### src/hw/bju_defines.svh
`ifndef BJU_DEFINES_SVH
`define BJU_DEFINES_SVH

// Instruction geometry: 64-bit bundles, byte addressed
`define BJU_INSN_BYTES      32'h0000_0008
`define BJU_INSN_SHIFT      3
`define BJU_ALIGN_MASK      32'hFFFF_FFF8
`define BJU_BACK_BIAS       32'hF000_0000
`define BJU_LINK_REG        6'h37
`define BJU_ZERO_REG        6'h3F

// Slot decode of the x_pipe_slot_one opcode field
`define BJU_SLOT_ONE        2'h1
`define BJU_OPC_JUMP_BACK   4'hA
`define BJU_OPC_JUMP_FWD    4'hB
`define BJU_OPC_BRANCH      4'h5
`define BJU_OPC_INDIRECT    4'h0

// Field positions inside the bundle
`define BJU_OPC_HI          62
`define BJU_OPC_LO          59
`define BJU_JUMP_OFFSET_FIELD_HI         58
`define BJU_JUMP_OFFSET_FIELD_LO         31
`define BJU_BOFF_HI         47
`define BJU_BOFF_LO         31
`define BJU_SUB_HI          51
`define BJU_SUB_LO          48
`define BJU_SRC_HI          42
`define BJU_SRC_LO          37
`define BJU_DST_HI          36
`define BJU_DST_LO          31

// Branch sub-ops
`define BJU_SUB_BLZ         4'h0
`define BJU_SUB_BLZT        4'h1
`define BJU_SUB_BNZ         4'h2
`define BJU_SUB_BNZT        4'h3
`define BJU_SUB_BZ          4'h4
`define BJU_SUB_BZT         4'h5
// Indirect sub-ops
`define BJU_SUB_JALR        4'h0
`define BJU_SUB_JALRP       4'h1
`define BJU_SUB_JR          4'h2
`define BJU_SUB_JRP         4'h3
`define BJU_SUB_LNK         4'h4
`define BJU_SUB_JALB        4'h5
`define BJU_SUB_JALF        4'h6

// Return stack
`define BJU_RAS_DEPTH       8
`define BJU_RAS_PTR_W       3

`endif

### src/hw/bju_pkg.sv
package bju_pkg;
  typedef enum logic [3:0] {
    BJU_OP_NONE  = 4'h0,
    BJU_OP_BLZ   = 4'h1,
    BJU_OP_BLZT  = 4'h2,
    BJU_OP_BNZ   = 4'h3,
    BJU_OP_BNZT  = 4'h4,
    BJU_OP_BZ    = 4'h5,
    BJU_OP_BZT   = 4'h6,
    BJU_OP_JB    = 4'h7,
    BJU_OP_JF    = 4'h8,
    BJU_OP_JALB  = 4'h9,
    BJU_OP_JALF  = 4'hA,
    BJU_OP_JALR  = 4'hB,
    BJU_OP_JALRP = 4'hC,
    BJU_OP_JR    = 4'hD,
    BJU_OP_JRP   = 4'hE,
    BJU_OP_LNK   = 4'hF
  } bju_op_t;

  typedef struct packed {
    logic        redirect;
    logic [31:0] next_pc;
    logic        wr_en;
    logic [5:0]  wr_reg;
    logic [31:0] wr_data;
    logic        hint_valid;
    logic        hint_ok;
    logic        ind_valid;
    logic        ind_ok;
    logic        illegal;
    logic        done;
  } bju_state_t;
endpackage

### src/hw/bju_ras.sv
`timescale 1ns/1ps
`include "bju_defines.svh"

// Return-address stack; a pop and a push in one cycle swap the top entry
module bju_ras
  import bju_pkg::*;
(
  // Clock and reset
  input  wire logic        mclk,
  input  wire logic        rst_n,
  // Stack operations
  input  wire logic        push,
  input  wire logic [31:0] push_addr,
  input  wire logic        pop,
  output logic      [31:0] top_addr
);

  typedef struct packed {
    logic [`BJU_RAS_DEPTH-1:0][31:0] mem;
    logic [`BJU_RAS_PTR_W-1:0]       sp;
    logic [31:0]                     top;
  } bju_ras_t;

  bju_ras_t st_r;
  bju_ras_t st_nxt;
  logic [`BJU_RAS_PTR_W-1:0] sp_pop;

  // Top is kept in its own register, so the compare sees no mux after the array
  assign top_addr = st_r.top;

  always_comb begin
    st_nxt = st_r;
    sp_pop = pop ? st_r.sp - `BJU_RAS_PTR_W'(1) : st_r.sp;
    st_nxt.sp = sp_pop;
    // Overflow wraps and overwrites the oldest entry, never stalls
    if (push) begin
      st_nxt.mem[sp_pop] = push_addr;
      st_nxt.sp = sp_pop + `BJU_RAS_PTR_W'(1);
    end
    st_nxt.top = st_nxt.mem[st_nxt.sp - `BJU_RAS_PTR_W'(1)];
  end

  always_ff @(posedge mclk) begin
    if (!rst_n) begin
      st_r <= '0;
    end else begin
      st_r <= st_nxt;
    end
  end

endmodule // bju_ras

### src/hw/bju_unit.sv
`timescale 1ns/1ps
`include "bju_defines.svh"

// Function
// [RULE1] Negative branch, not-taken hint
// [RULE2] Negative branch, taken hint
// [RULE3] Nonzero branch, not-taken hint
// [RULE4] Nonzero branch, taken hint
// [RULE5] Zero branch, not-taken hint
// [RULE6] Zero branch, taken hint
// [RULE7] Fail falls through; hint correctness reported
// [RULE8] Branches copy source to zero register
// [RULE9] Direct link jumps write return address
// [RULE10] Link jumps push return stack
// [RULE11] Backward jump adds bias plus scaled offset
// [RULE12] Forward jump adds scaled offset
// [RULE13] Backward jump opcode 0xA, bit 27
// [RULE14] Indirect link jump, push, hinted incorrect
// [RULE15] Predicted link jump pops, pushes, compares
// [RULE16] Plain indirect jump, hinted incorrect
// [RULE17] Predicted indirect jump pops and compares
// [RULE18] Link capture writes next address only
// [RULE19] Branch target uses scaled 17-bit offset
// [RULE20] Accepted only in slot one
module bju_unit
  import bju_pkg::*;
(
  // Clock and reset
  input  wire logic        mclk,
  input  wire logic        rst_n,
  // Issue
  input  wire logic        issue_valid,
  input  wire logic [1:0]  issue_slot,
  input  wire logic [63:0] insn,
  input  wire logic [31:0] cur_pc,
  input  wire logic [31:0] first_source_operand,
  // Fetch redirect
  output logic             redirect,
  output logic      [31:0] next_pc,
  // Register write-back
  output logic             wr_en,
  output logic      [5:0]  wr_reg,
  output logic      [31:0] wr_data,
  // Prediction reports
  output logic             hint_valid,
  output logic             hint_ok,
  output logic             ind_valid,
  output logic             ind_ok,
  // Decode status
  output logic             illegal,
  output logic             done
);

  localparam logic [1:0] SLOT_ONE = `BJU_SLOT_ONE;

  bju_state_t st_r;
  bju_state_t st_nxt;
  bju_op_t    op;
  logic [3:0]  opc;
  logic [3:0]  sub;
  logic [31:0] seq_pc;
  logic [31:0] br_tgt;
  logic [31:0] jf_tgt;
  logic [31:0] jb_tgt;
  logic [31:0] ind_tgt;
  logic        cond;
  logic        taken_hint;
  logic        is_branch;
  logic        ras_push;
  logic        ras_pop;
  logic [31:0] ras_top;
  logic        in_slot;
  logic [31:0] boff_ext;
  logic [31:0] jump_offset_field_ext;
  logic [5:0]  dst_fld;

  assign opc     = insn[`BJU_OPC_HI:`BJU_OPC_LO];
  assign sub     = insn[`BJU_SUB_HI:`BJU_SUB_LO];
  assign in_slot = issue_slot == SLOT_ONE;
  assign seq_pc  = cur_pc + `BJU_INSN_BYTES;

  // Raw fields for the checks, rebuilt apart from the target adders
  assign boff_ext = {{15{insn[`BJU_BOFF_HI]}}, insn[`BJU_BOFF_HI:`BJU_BOFF_LO]};
  assign jump_offset_field_ext = {4'h0, insn[`BJU_JUMP_OFFSET_FIELD_HI:`BJU_JUMP_OFFSET_FIELD_LO]};
  assign dst_fld  = insn[`BJU_DST_HI:`BJU_DST_LO];

  //--------------------------------------------------------------
  // Decode
  //--------------------------------------------------------------
  always_comb begin
    op = BJU_OP_NONE;
    case (opc)
      // [RULE13] backward jump opcode
      `BJU_OPC_JUMP_BACK: op = BJU_OP_JB;
      `BJU_OPC_JUMP_FWD:  op = BJU_OP_JF;
      `BJU_OPC_BRANCH: begin
        case (sub)
          `BJU_SUB_BLZ:  op = BJU_OP_BLZ;
          `BJU_SUB_BLZT: op = BJU_OP_BLZT;
          `BJU_SUB_BNZ:  op = BJU_OP_BNZ;
          `BJU_SUB_BNZT: op = BJU_OP_BNZT;
          `BJU_SUB_BZ:   op = BJU_OP_BZ;
          `BJU_SUB_BZT:  op = BJU_OP_BZT;
          default:       op = BJU_OP_NONE;
        endcase
      end
      `BJU_OPC_INDIRECT: begin
        case (sub)
          `BJU_SUB_JALR:  op = BJU_OP_JALR;
          `BJU_SUB_JALRP: op = BJU_OP_JALRP;
          `BJU_SUB_JR:    op = BJU_OP_JR;
          `BJU_SUB_JRP:   op = BJU_OP_JRP;
          `BJU_SUB_LNK:   op = BJU_OP_LNK;
          `BJU_SUB_JALB:  op = BJU_OP_JALB;
          `BJU_SUB_JALF:  op = BJU_OP_JALF;
          default:        op = BJU_OP_NONE;
        endcase
      end
      default: op = BJU_OP_NONE;
    endcase
  end

  //--------------------------------------------------------------
  // Targets
  //--------------------------------------------------------------
  // [RULE19] sign-extended scaled offset
  assign br_tgt = cur_pc + (32'(signed'(insn[`BJU_BOFF_HI:`BJU_BOFF_LO]))
                  << `BJU_INSN_SHIFT);
  // [RULE12] forward jump target
  assign jf_tgt = cur_pc + (32'(insn[`BJU_JUMP_OFFSET_FIELD_HI:`BJU_JUMP_OFFSET_FIELD_LO]) << `BJU_INSN_SHIFT);
  // [RULE11] backward jump target
  assign jb_tgt = cur_pc + `BJU_BACK_BIAS
                  + (32'(insn[`BJU_JUMP_OFFSET_FIELD_HI:`BJU_JUMP_OFFSET_FIELD_LO]) << `BJU_INSN_SHIFT);
  assign ind_tgt = first_source_operand & `BJU_ALIGN_MASK;

  //--------------------------------------------------------------
  // Branch condition
  //--------------------------------------------------------------
  always_comb begin
    cond       = 1'b0;
    taken_hint = 1'b0;
    is_branch  = 1'b1;
    case (op)
      // [RULE1] signed below zero
      BJU_OP_BLZ:  cond = first_source_operand[31];
      // [RULE2] same test, taken hint
      BJU_OP_BLZT: begin
        cond = first_source_operand[31];
        taken_hint = 1'b1;
      end
      // [RULE3] nonzero test
      BJU_OP_BNZ:  cond = |first_source_operand;
      // [RULE4] nonzero, taken hint
      BJU_OP_BNZT: begin
        cond = |first_source_operand;
        taken_hint = 1'b1;
      end
      // [RULE5] zero test
      BJU_OP_BZ:   cond = ~|first_source_operand;
      // [RULE6] zero, taken hint
      BJU_OP_BZT:  begin
        cond = ~|first_source_operand;
        taken_hint = 1'b1;
      end
      default: is_branch = 1'b0;
    endcase
  end

  //--------------------------------------------------------------
  // Return stack
  //--------------------------------------------------------------
  logic go;
  assign go = issue_valid && in_slot;
  // [RULE10] link jumps push
  assign ras_push = go && (op == BJU_OP_JALB || op == BJU_OP_JALF
                    || op == BJU_OP_JALR || op == BJU_OP_JALRP);
  // [RULE15] pop before push on the predicted forms
  assign ras_pop  = go && (op == BJU_OP_JALRP || op == BJU_OP_JRP);

  bju_ras u_ras (
    .mclk      (mclk),
    .rst_n     (rst_n),
    .push      (ras_push),
    .push_addr (seq_pc),
    .pop       (ras_pop),
    .top_addr  (ras_top)
  );

  //--------------------------------------------------------------
  // Result
  //--------------------------------------------------------------
  always_comb begin
    st_nxt = '0;
    st_nxt.done = issue_valid;
    // [RULE20] other slots are illegal
    if (issue_valid && !in_slot && op != BJU_OP_NONE) begin
      st_nxt.illegal = 1'b1;
    end else if (go) begin
      if (is_branch) begin
        // [RULE7] taken target or fall-through, hint report
        st_nxt.redirect   = 1'b1;
        st_nxt.next_pc    = cond ? br_tgt : seq_pc;
        st_nxt.hint_valid = 1'b1;
        st_nxt.hint_ok    = cond == taken_hint;
        // [RULE8] source copied to zero register
        st_nxt.wr_en   = 1'b1;
        st_nxt.wr_reg  = `BJU_ZERO_REG;
        st_nxt.wr_data = first_source_operand;
      end
      case (op)
        BJU_OP_JB, BJU_OP_JALB: begin
          st_nxt.redirect = 1'b1;
          st_nxt.next_pc  = jb_tgt;
        end
        BJU_OP_JF, BJU_OP_JALF: begin
          st_nxt.redirect = 1'b1;
          st_nxt.next_pc  = jf_tgt;
        end
        // [RULE14] [RULE16] indirect, hinted incorrect
        BJU_OP_JALR, BJU_OP_JR: begin
          st_nxt.redirect  = 1'b1;
          st_nxt.next_pc   = ind_tgt;
          st_nxt.ind_valid = 1'b1;
        end
        // [RULE15] [RULE17] compare popped address
        BJU_OP_JALRP, BJU_OP_JRP: begin
          st_nxt.redirect  = 1'b1;
          st_nxt.next_pc   = ind_tgt;
          st_nxt.ind_valid = 1'b1;
          st_nxt.ind_ok    = ras_top == ind_tgt;
        end
        // [RULE18] link capture to destination
        BJU_OP_LNK: begin
          st_nxt.wr_en   = 1'b1;
          st_nxt.wr_reg  = insn[`BJU_DST_HI:`BJU_DST_LO];
          st_nxt.wr_data = seq_pc;
        end
        default: ;
      endcase
      // [RULE9] link register write
      if (op == BJU_OP_JALB || op == BJU_OP_JALF || op == BJU_OP_JALR
          || op == BJU_OP_JALRP) begin
        st_nxt.wr_en   = 1'b1;
        st_nxt.wr_reg  = `BJU_LINK_REG;
        st_nxt.wr_data = seq_pc;
      end
    end
  end

  always_ff @(posedge mclk) begin
    if (!rst_n) begin
      st_r <= '0;
    end else begin
      st_r <= st_nxt;
    end
  end

  assign redirect   = st_r.redirect;
  assign next_pc    = st_r.next_pc;
  assign wr_en      = st_r.wr_en;
  assign wr_reg     = st_r.wr_reg;
  assign wr_data    = st_r.wr_data;
  assign hint_valid = st_r.hint_valid;
  assign hint_ok    = st_r.hint_ok;
  assign ind_valid  = st_r.ind_valid;
  assign ind_ok     = st_r.ind_ok;
  assign illegal    = st_r.illegal;
  assign done       = st_r.done;

  //--------------------------------------------------------------
  // Checks
  //--------------------------------------------------------------
  AST_BLZ_TAKEN: assert property (@(posedge mclk) disable iff (!rst_n) // [RULE1]
    go && op == BJU_OP_BLZ && $signed(first_source_operand) < 0
    |=> next_pc == $past(br_tgt) && !hint_ok) else $error("blz target wrong");
  AST_BLZT_HINT: assert property (@(posedge mclk) disable iff (!rst_n) // [RULE2]
    go && op == BJU_OP_BLZT |=> hint_ok == $past(first_source_operand[31]))
    else $error("blzt hint wrong");
  AST_BNZ_TAKEN: assert property (@(posedge mclk) disable iff (!rst_n) // [RULE3]
    go && op == BJU_OP_BNZ && first_source_operand != 32'h0000_0000
    |=> next_pc == $past(br_tgt)) else $error("bnz target wrong");
  AST_BZ_FALL: assert property (@(posedge mclk) disable iff (!rst_n) // [RULE7]
    go && op == BJU_OP_BZ && first_source_operand != 32'h0000_0000
    |=> next_pc == $past(seq_pc) && hint_ok) else $error("bz fallthrough wrong");
  AST_ZERO_COPY: assert property (@(posedge mclk) disable iff (!rst_n) // [RULE8]
    go && is_branch |=> wr_en && wr_reg == `BJU_ZERO_REG
    && wr_data == $past(first_source_operand)) else $error("zero copy missing");
  AST_LINK_WR: assert property (@(posedge mclk) disable iff (!rst_n) // [RULE9]
    go && (op == BJU_OP_JALF || op == BJU_OP_JALB)
    |=> wr_reg == `BJU_LINK_REG && wr_data == $past(cur_pc) + `BJU_INSN_BYTES)
    else $error("link write wrong");
  AST_JR_IND: assert property (@(posedge mclk) disable iff (!rst_n) // [RULE16]
    go && op == BJU_OP_JR |=> ind_valid && !ind_ok && !wr_en
    && next_pc[2:0] == 3'h0) else $error("jr report wrong");
  AST_JALRP_CMP: assert property (@(posedge mclk) disable iff (!rst_n) // [RULE15]
    go && op == BJU_OP_JALRP |=> ind_ok == ($past(ras_top) == $past(ind_tgt)))
    else $error("jalrp compare wrong");
  AST_SLOT: assert property (@(posedge mclk) disable iff (!rst_n) // [RULE20]
    issue_valid && !in_slot && op != BJU_OP_NONE |=> illegal && !redirect)
    else $error("wrong slot accepted");
  AST_BNZT_HINT: assert property (@(posedge mclk) disable iff (!rst_n) // [RULE4]
    go && op == BJU_OP_BNZT
    |=> redirect && hint_ok == ($past(first_source_operand) != 32'h0000_0000))
    else $error("bnzt hint wrong");
  AST_BZ_TAKEN: assert property (@(posedge mclk) disable iff (!rst_n) // [RULE5]
    go && op == BJU_OP_BZ && first_source_operand == 32'h0000_0000
    |=> next_pc == $past(br_tgt) && !hint_ok) else $error("bz target wrong");
  AST_BZT_HINT: assert property (@(posedge mclk) disable iff (!rst_n) // [RULE6]
    go && op == BJU_OP_BZT
    |=> redirect && hint_ok == ($past(first_source_operand) == 32'h0000_0000))
    else $error("bzt hint wrong");
  AST_RAS_PUSH: assert property (@(posedge mclk) disable iff (!rst_n) // [RULE10]
    go && (op == BJU_OP_JALB || op == BJU_OP_JALF || op == BJU_OP_JALR
    || op == BJU_OP_JALRP) |=> ras_top == $past(cur_pc) + `BJU_INSN_BYTES)
    else $error("return address not pushed");
  AST_JB_TGT: assert property (@(posedge mclk) disable iff (!rst_n) // [RULE11]
    go && op == BJU_OP_JB |=> redirect && next_pc == $past(cur_pc) + `BJU_BACK_BIAS
    + ($past(jump_offset_field_ext) << `BJU_INSN_SHIFT)) else $error("jb target wrong");
  AST_JF_TGT: assert property (@(posedge mclk) disable iff (!rst_n) // [RULE12]
    go && op == BJU_OP_JF
    |=> redirect && next_pc == $past(cur_pc) + ($past(jump_offset_field_ext) << `BJU_INSN_SHIFT))
    else $error("jf target wrong");
  AST_JB_OPC: assert property (@(posedge mclk) disable iff (!rst_n) // [RULE13]
    go && opc == `BJU_OPC_JUMP_BACK |=> redirect && !wr_en && !hint_valid && !ind_valid)
    else $error("jb decode wrong");
  AST_JALR_IND: assert property (@(posedge mclk) disable iff (!rst_n) // [RULE14]
    go && op == BJU_OP_JALR |=> ind_valid && !ind_ok && wr_en && wr_reg == `BJU_LINK_REG
    && next_pc == ($past(first_source_operand) & `BJU_ALIGN_MASK))
    else $error("jalr report wrong");
  AST_JRP_CMP: assert property (@(posedge mclk) disable iff (!rst_n) // [RULE17]
    go && op == BJU_OP_JRP |=> ind_valid && !wr_en
    && ind_ok == ($past(ras_top) == ($past(first_source_operand) & `BJU_ALIGN_MASK)))
    else $error("jrp compare wrong");
  AST_LNK_WR: assert property (@(posedge mclk) disable iff (!rst_n) // [RULE18]
    go && op == BJU_OP_LNK |=> wr_en && !redirect && wr_reg == $past(dst_fld)
    && wr_data == $past(cur_pc) + `BJU_INSN_BYTES && ras_top == $past(ras_top))
    else $error("lnk write wrong");
  AST_BR_TGT: assert property (@(posedge mclk) disable iff (!rst_n) // [RULE19]
    go && is_branch && cond
    |=> next_pc == $past(cur_pc) + ($past(boff_ext) << `BJU_INSN_SHIFT))
    else $error("branch target wrong");

  COV_BRANCH: cover property (@(posedge mclk) disable iff (!rst_n)
    go && is_branch && cond);
  COV_RET_HIT: cover property (@(posedge mclk) disable iff (!rst_n)
    go && op == BJU_OP_JRP && ras_top == ind_tgt);
  COV_CALL_RET: cover property (@(posedge mclk) disable iff (!rst_n)
    (go && op == BJU_OP_JALF) ##[1:4] (go && op == BJU_OP_JRP));
  COV_FALL_THROUGH: cover property (@(posedge mclk) disable iff (!rst_n)
    go && is_branch && !cond);

endmodule // bju_unit

### config.mk
export PLATFORM = sky130hd
export DESIGN_NAME = bju_unit
export DESIGN_NICKNAME = d
export VERILOG_FILES = /design/src/hw/bju_pkg.sv /design/src/hw/bju_ras.sv /design/src/hw/bju_unit.sv
export VERILOG_INCLUDE_DIRS = /design/src /design/src/hw
export SDC_FILE = /design/constraint.sdc
export NUM_CORES = 1
export LEC_CHECK = 0
export BUFFER_PORTS_ARGS = -buffer_cell sky130_fd_sc_hd__buf_2
export CORE_MARGIN = 5
export CORE_UTILIZATION = 54
export DETAILED_ROUTE_END_ITERATION = 8
export MAX_ROUTING_LAYER = met4
export PLACE_DENSITY = 0.86
export SYNTH_ARGS = -nofsm -noshare
export SYNTH_HDL_FRONTEND = slang
export SYNTH_HIERARCHICAL = 1
export SYNTH_SLANG_ARGS = --single-unit
### constraint.sdc
create_clock -name mclk -period 4.7 [get_ports mclk]
set_input_delay 0.705 -clock mclk [delete_from_list [all_inputs] [get_ports mclk]]
set_output_delay 0.705 -clock mclk [all_outputs]
set_load 0.03 [all_outputs]
==> results by group <==
Outcome
  – Run status: completed

Worst setup path
  – R2R Path Start: u_ras/st_r[32]
  – Worst EP required: between 5 and 6 ns
  – Most frequent CP cell: buf_4
  – Crit end category: flop
  – WP data arrival: 4.63 ns
  – Worst path slowest cell: or3_1
  – Setup CP Type: input port to flop
  – R2R Setup Slk: 1.03 ns
  – CP cell instances: buf_2 > or3_1 > a2111o_1 > a221oi_2 > mux2i_1 > nor2_2 > buf_4 > nor3_1 > a21oi_1 > ha_1 > clkinv_1 > buf_4 > nor2_1 > buf_4 > nand2_1 > o32a_1 > a22oi_1
  – R2r worst-path depth: 14
  – R2r endpoint: u_ras/top_addr[3]
  – CP max FO: 15
  – Critical Path Start Type: input port
  – CP max stage delay: 0.47 ns

Power
  – Reg power frac: 42.3%
  – Clk pwr share: 43.1%
  – Logic pwr share: 14.5%
  – Power Dens Cells: ~300 nW/um^2
  – Cell internal pwr: 0.00538 W
  – Leakage: around 10 nW
  – Total power: roughly 0.0074 W
  – Net Sw Power: 0.00203 W
  – Switching share of power: a little over a quarter
  – IR drop worst, VDD: approximately 0.00021 V

Yosys
  – Top cell type by total area after synthesis: dfxtp_1
  – Mapped cell area: between 20000 and 25000 sq um
  – Synth Flop Type: dfxtp_1
  – Syn Nets: 2867
  – Post-synth EDFFs: 0
  – Yosys Warn Count: 6
  – Syn_area_per_cell: slightly above 8 sq um
  – Synthesized flop and latch total: around 370
  – Area contributors post-synth: dfxtp_1, nand2_1, a21oi_1
  – Sequential area share after synthesis: 34.5%
  – Synth top area share: 34.5%
  – Post-synthesis cell count: 2635
  – Synth cell types: between 90 and 100
  – Async SR Flop Fraction: 0%

Layout
  – Largest Register: u_ras/st_r
  – Nets: approximately 3000
  – Max reg flops: 259
  – Area grow syn2layout: 14.3%
  – Layout cell share with drive strength beyond 1: 16.5%
  – Final instance area: 24400 sq um

Placed design
  – Pre-CTS setup slack: 0.155 ns
  – Cell Area, Placed: 23100 sq um
  – GPL Wtd Cong: around 1.1
  – Post-DP HPWL: between 50 and 60 mm
  – I/O Buffers: 178

Clock network
  – Post-CTS setup buffer count: 0
  – Clk sink count: ~370
  – Buffer depth of the longest clock path: 3
  – Reg clk slew, reported paths: 0.06 ns
  – Clk_lat worst skew: between 0.5 and 0.6 ns
  – Hold-fix buffers, CTS: 0
  – Htree depth: 2
  – CTS Root Buffer Type: clkbuf_16
  – Num CTS Buffers: 39
  – CTS tree: yes
  – Cts repair resizes: 0

Floorplanning
  – Die width: 209 microns
  – FP Rows: 73
  – Die ar.: 43700 sq um
  – Starting Density: between 50% and 60%
  – Die height: ~210 microns
  – Io pins: 211
  – Core area: 39500 sq um

Global route
  – Initial antenna violation count: 5
  – Total GRT Usage: 35.6%
  – Vias in the first global route: 20800
  – Global-route wire length before repair: 120 mm
  – Congestion Overflow GR: 0
  – Largest net degree at the start of global routing: 84

Timing
  – Final setup margin: 0.556 ns
  – Clock Skews: around 0.0075 ns
  – Setup Viol. Count Final: 0
  – Tcrit/Tclk final: 88.2%
  – Max Fclk: between 0.2 and 0.25 GHz
  – Unrepaired setup endpoints after global routing: no
  – Final hold violation count: 0
  – Max Slew Vio Count: 0
  – Slew HR: 14.2%
  – Fin Setup TNS: 0 ns
  – Final min period: 4.14 ns
  – Slew @ Worst Pin: approximately 1.3 ns

Route
  – Number of remaining DRC errors: 0
  – Drt first pass iters: 9
  – Detailed-route vias per instance: approximately 6.6
  – Highest metal used: met4
  – Wire per inst: between 20 and 25 microns
  – DR iter-0 viols: 3235
  – Met3 Wirelength: a little under 10 mm
  – Routed via count: between 20000 and 25000
  – Total routed wirelength: roughly 80 mm
  – Met1 WL: 29.7 mm
  – Met2 Wirelength: 35.4 mm
  – Post-DRT Antenna Nets: 0

Flow run
  – Max-cap violations: 0

Min path
  – Hold Path Sink: wr_reg[0]
  – Hold wc startpoint: insn[31]
  – Worst hold path depth: 3
  – Worst Hold Class: input port to flop
[synthesized netlist by cell type, drive strengths merged, types with 44 or more instances]
library cell / n
a21oi: 233
and3: 52
buf: 103
clkbuf: 116
dfxtp: 369
ha: 73
inv: 68
mux2i: 81
nand2: 453
nand3: 64
nor2: 218
nor3: 46
o21ai: 80
o221ai: 44
xnor2: 81
[critical path, delay by kind of cell]
kind | cells | cell delay (ns)
fa+ha+maj | 1 | 0.27
simple gates | 5 | 1.12
compound gates | 5 | 1.39
buf+inv | 5 | 0.93
mux | 1 | 0.18
[cells in the final DEF, fill, tap and decap left out, types with 45 or more instances in the layout]
cell type and n:
buf_2 178, nor3_1 45, nand3_1 62, o21ai_0 72
buf_4 140, nand2_1 446, dfxtp_1 369, and3_1 52
a21oi_1 232, nor2_1 210, mux2i_1 81, inv_1 66
xnor2_1 77, ha_1 73
[per-stage QoR]
step	std cells	util [%]	hold slack, ns
3_3_place_gp	3266	58.6	0.437
4_1_cts	3333	61.9	0.394
3_5_place_dp	3266	58.6	0.441
2_1_floorplan	2635	-	0.429
5_1_grt	3339	62.0	0.414
6_report	3339	62.0	0.406
[cell type report]
cell class,count,area (sq um)
Clock inverter,14,174
Timing Repair Buffer,325,2080
Multi-Input combinational cell,1977,12700
Sequential cell,369,7390
Inverter,70,268
Fill cell,3362,15000
Tap cell,525,657
Antenna cell,6,15.0
Clock buffer,53,1140
[power by group through the flow]
stage / Combinational [W] / Clock [W] / Sequential [W]
2_1_floorplan: 0.000671 / 0 / 0.00321
3_3_place_gp: 0.00103 / 0 / 0.00321
3_5_place_dp: 0.00104 / 0 / 0.00321
4_1_cts: 0.00105 / 0.00321 / 0.00314
5_1_grt: 0.00114 / 0.00334 / 0.00314
6_report: 0.00108 / 0.00320 / 0.00314
[logic make-up (layout without fill, tap and decap cells)]
| family | count (synthesis) | after routing | synth area share, % |
|---|---|---|---|
| AND/OR/NAND/NOR | 973 | 973 | 20.3 |
| other | 0 | 6 | 0 |
| multiplexers | 106 | 106 | 5.10 |
| AO/OA/AOI/OAI | 679 | 679 | 22.0 |
| adder cells (fa/ha/maj) | 99 | 99 | 6.70 |
| buffers and inverters | 289 | 462 | 6.19 |
| XOR/XNOR | 120 | 120 | 5.20 |
| flip-flops | 369 | 369 | 34.5 |
[worst max path at each step]
stage / cells past startpoint / slack, ns / start / endpoint
global route: 18 / 0.38 / insn[51] / u_ras/top_addr[3]
global placement: 17 / 0.21 / insn[51] / u_ras/top_addr[30]
finish: 17 / 0.56 / insn[51] / u_ras/top_addr[3]
detailed placement: 17 / 0.16 / insn[51] / u_ras/top_addr[30]
CTS: 18 / 0.68 / insn[51] / u_ras/top_addr[3]
floorplan: 17 / 0.08 / insn[51] / u_ras/top_addr[22]
[per-layer routing]
layer  GRT usage [%]  vias up
met1            44.3    10300
met2            54.0     1624
met3            7.97      364
li1                -     9650
met4            19.4        0
met5               -        -
No activity file was read; power rests on OpenSTA's default activity.
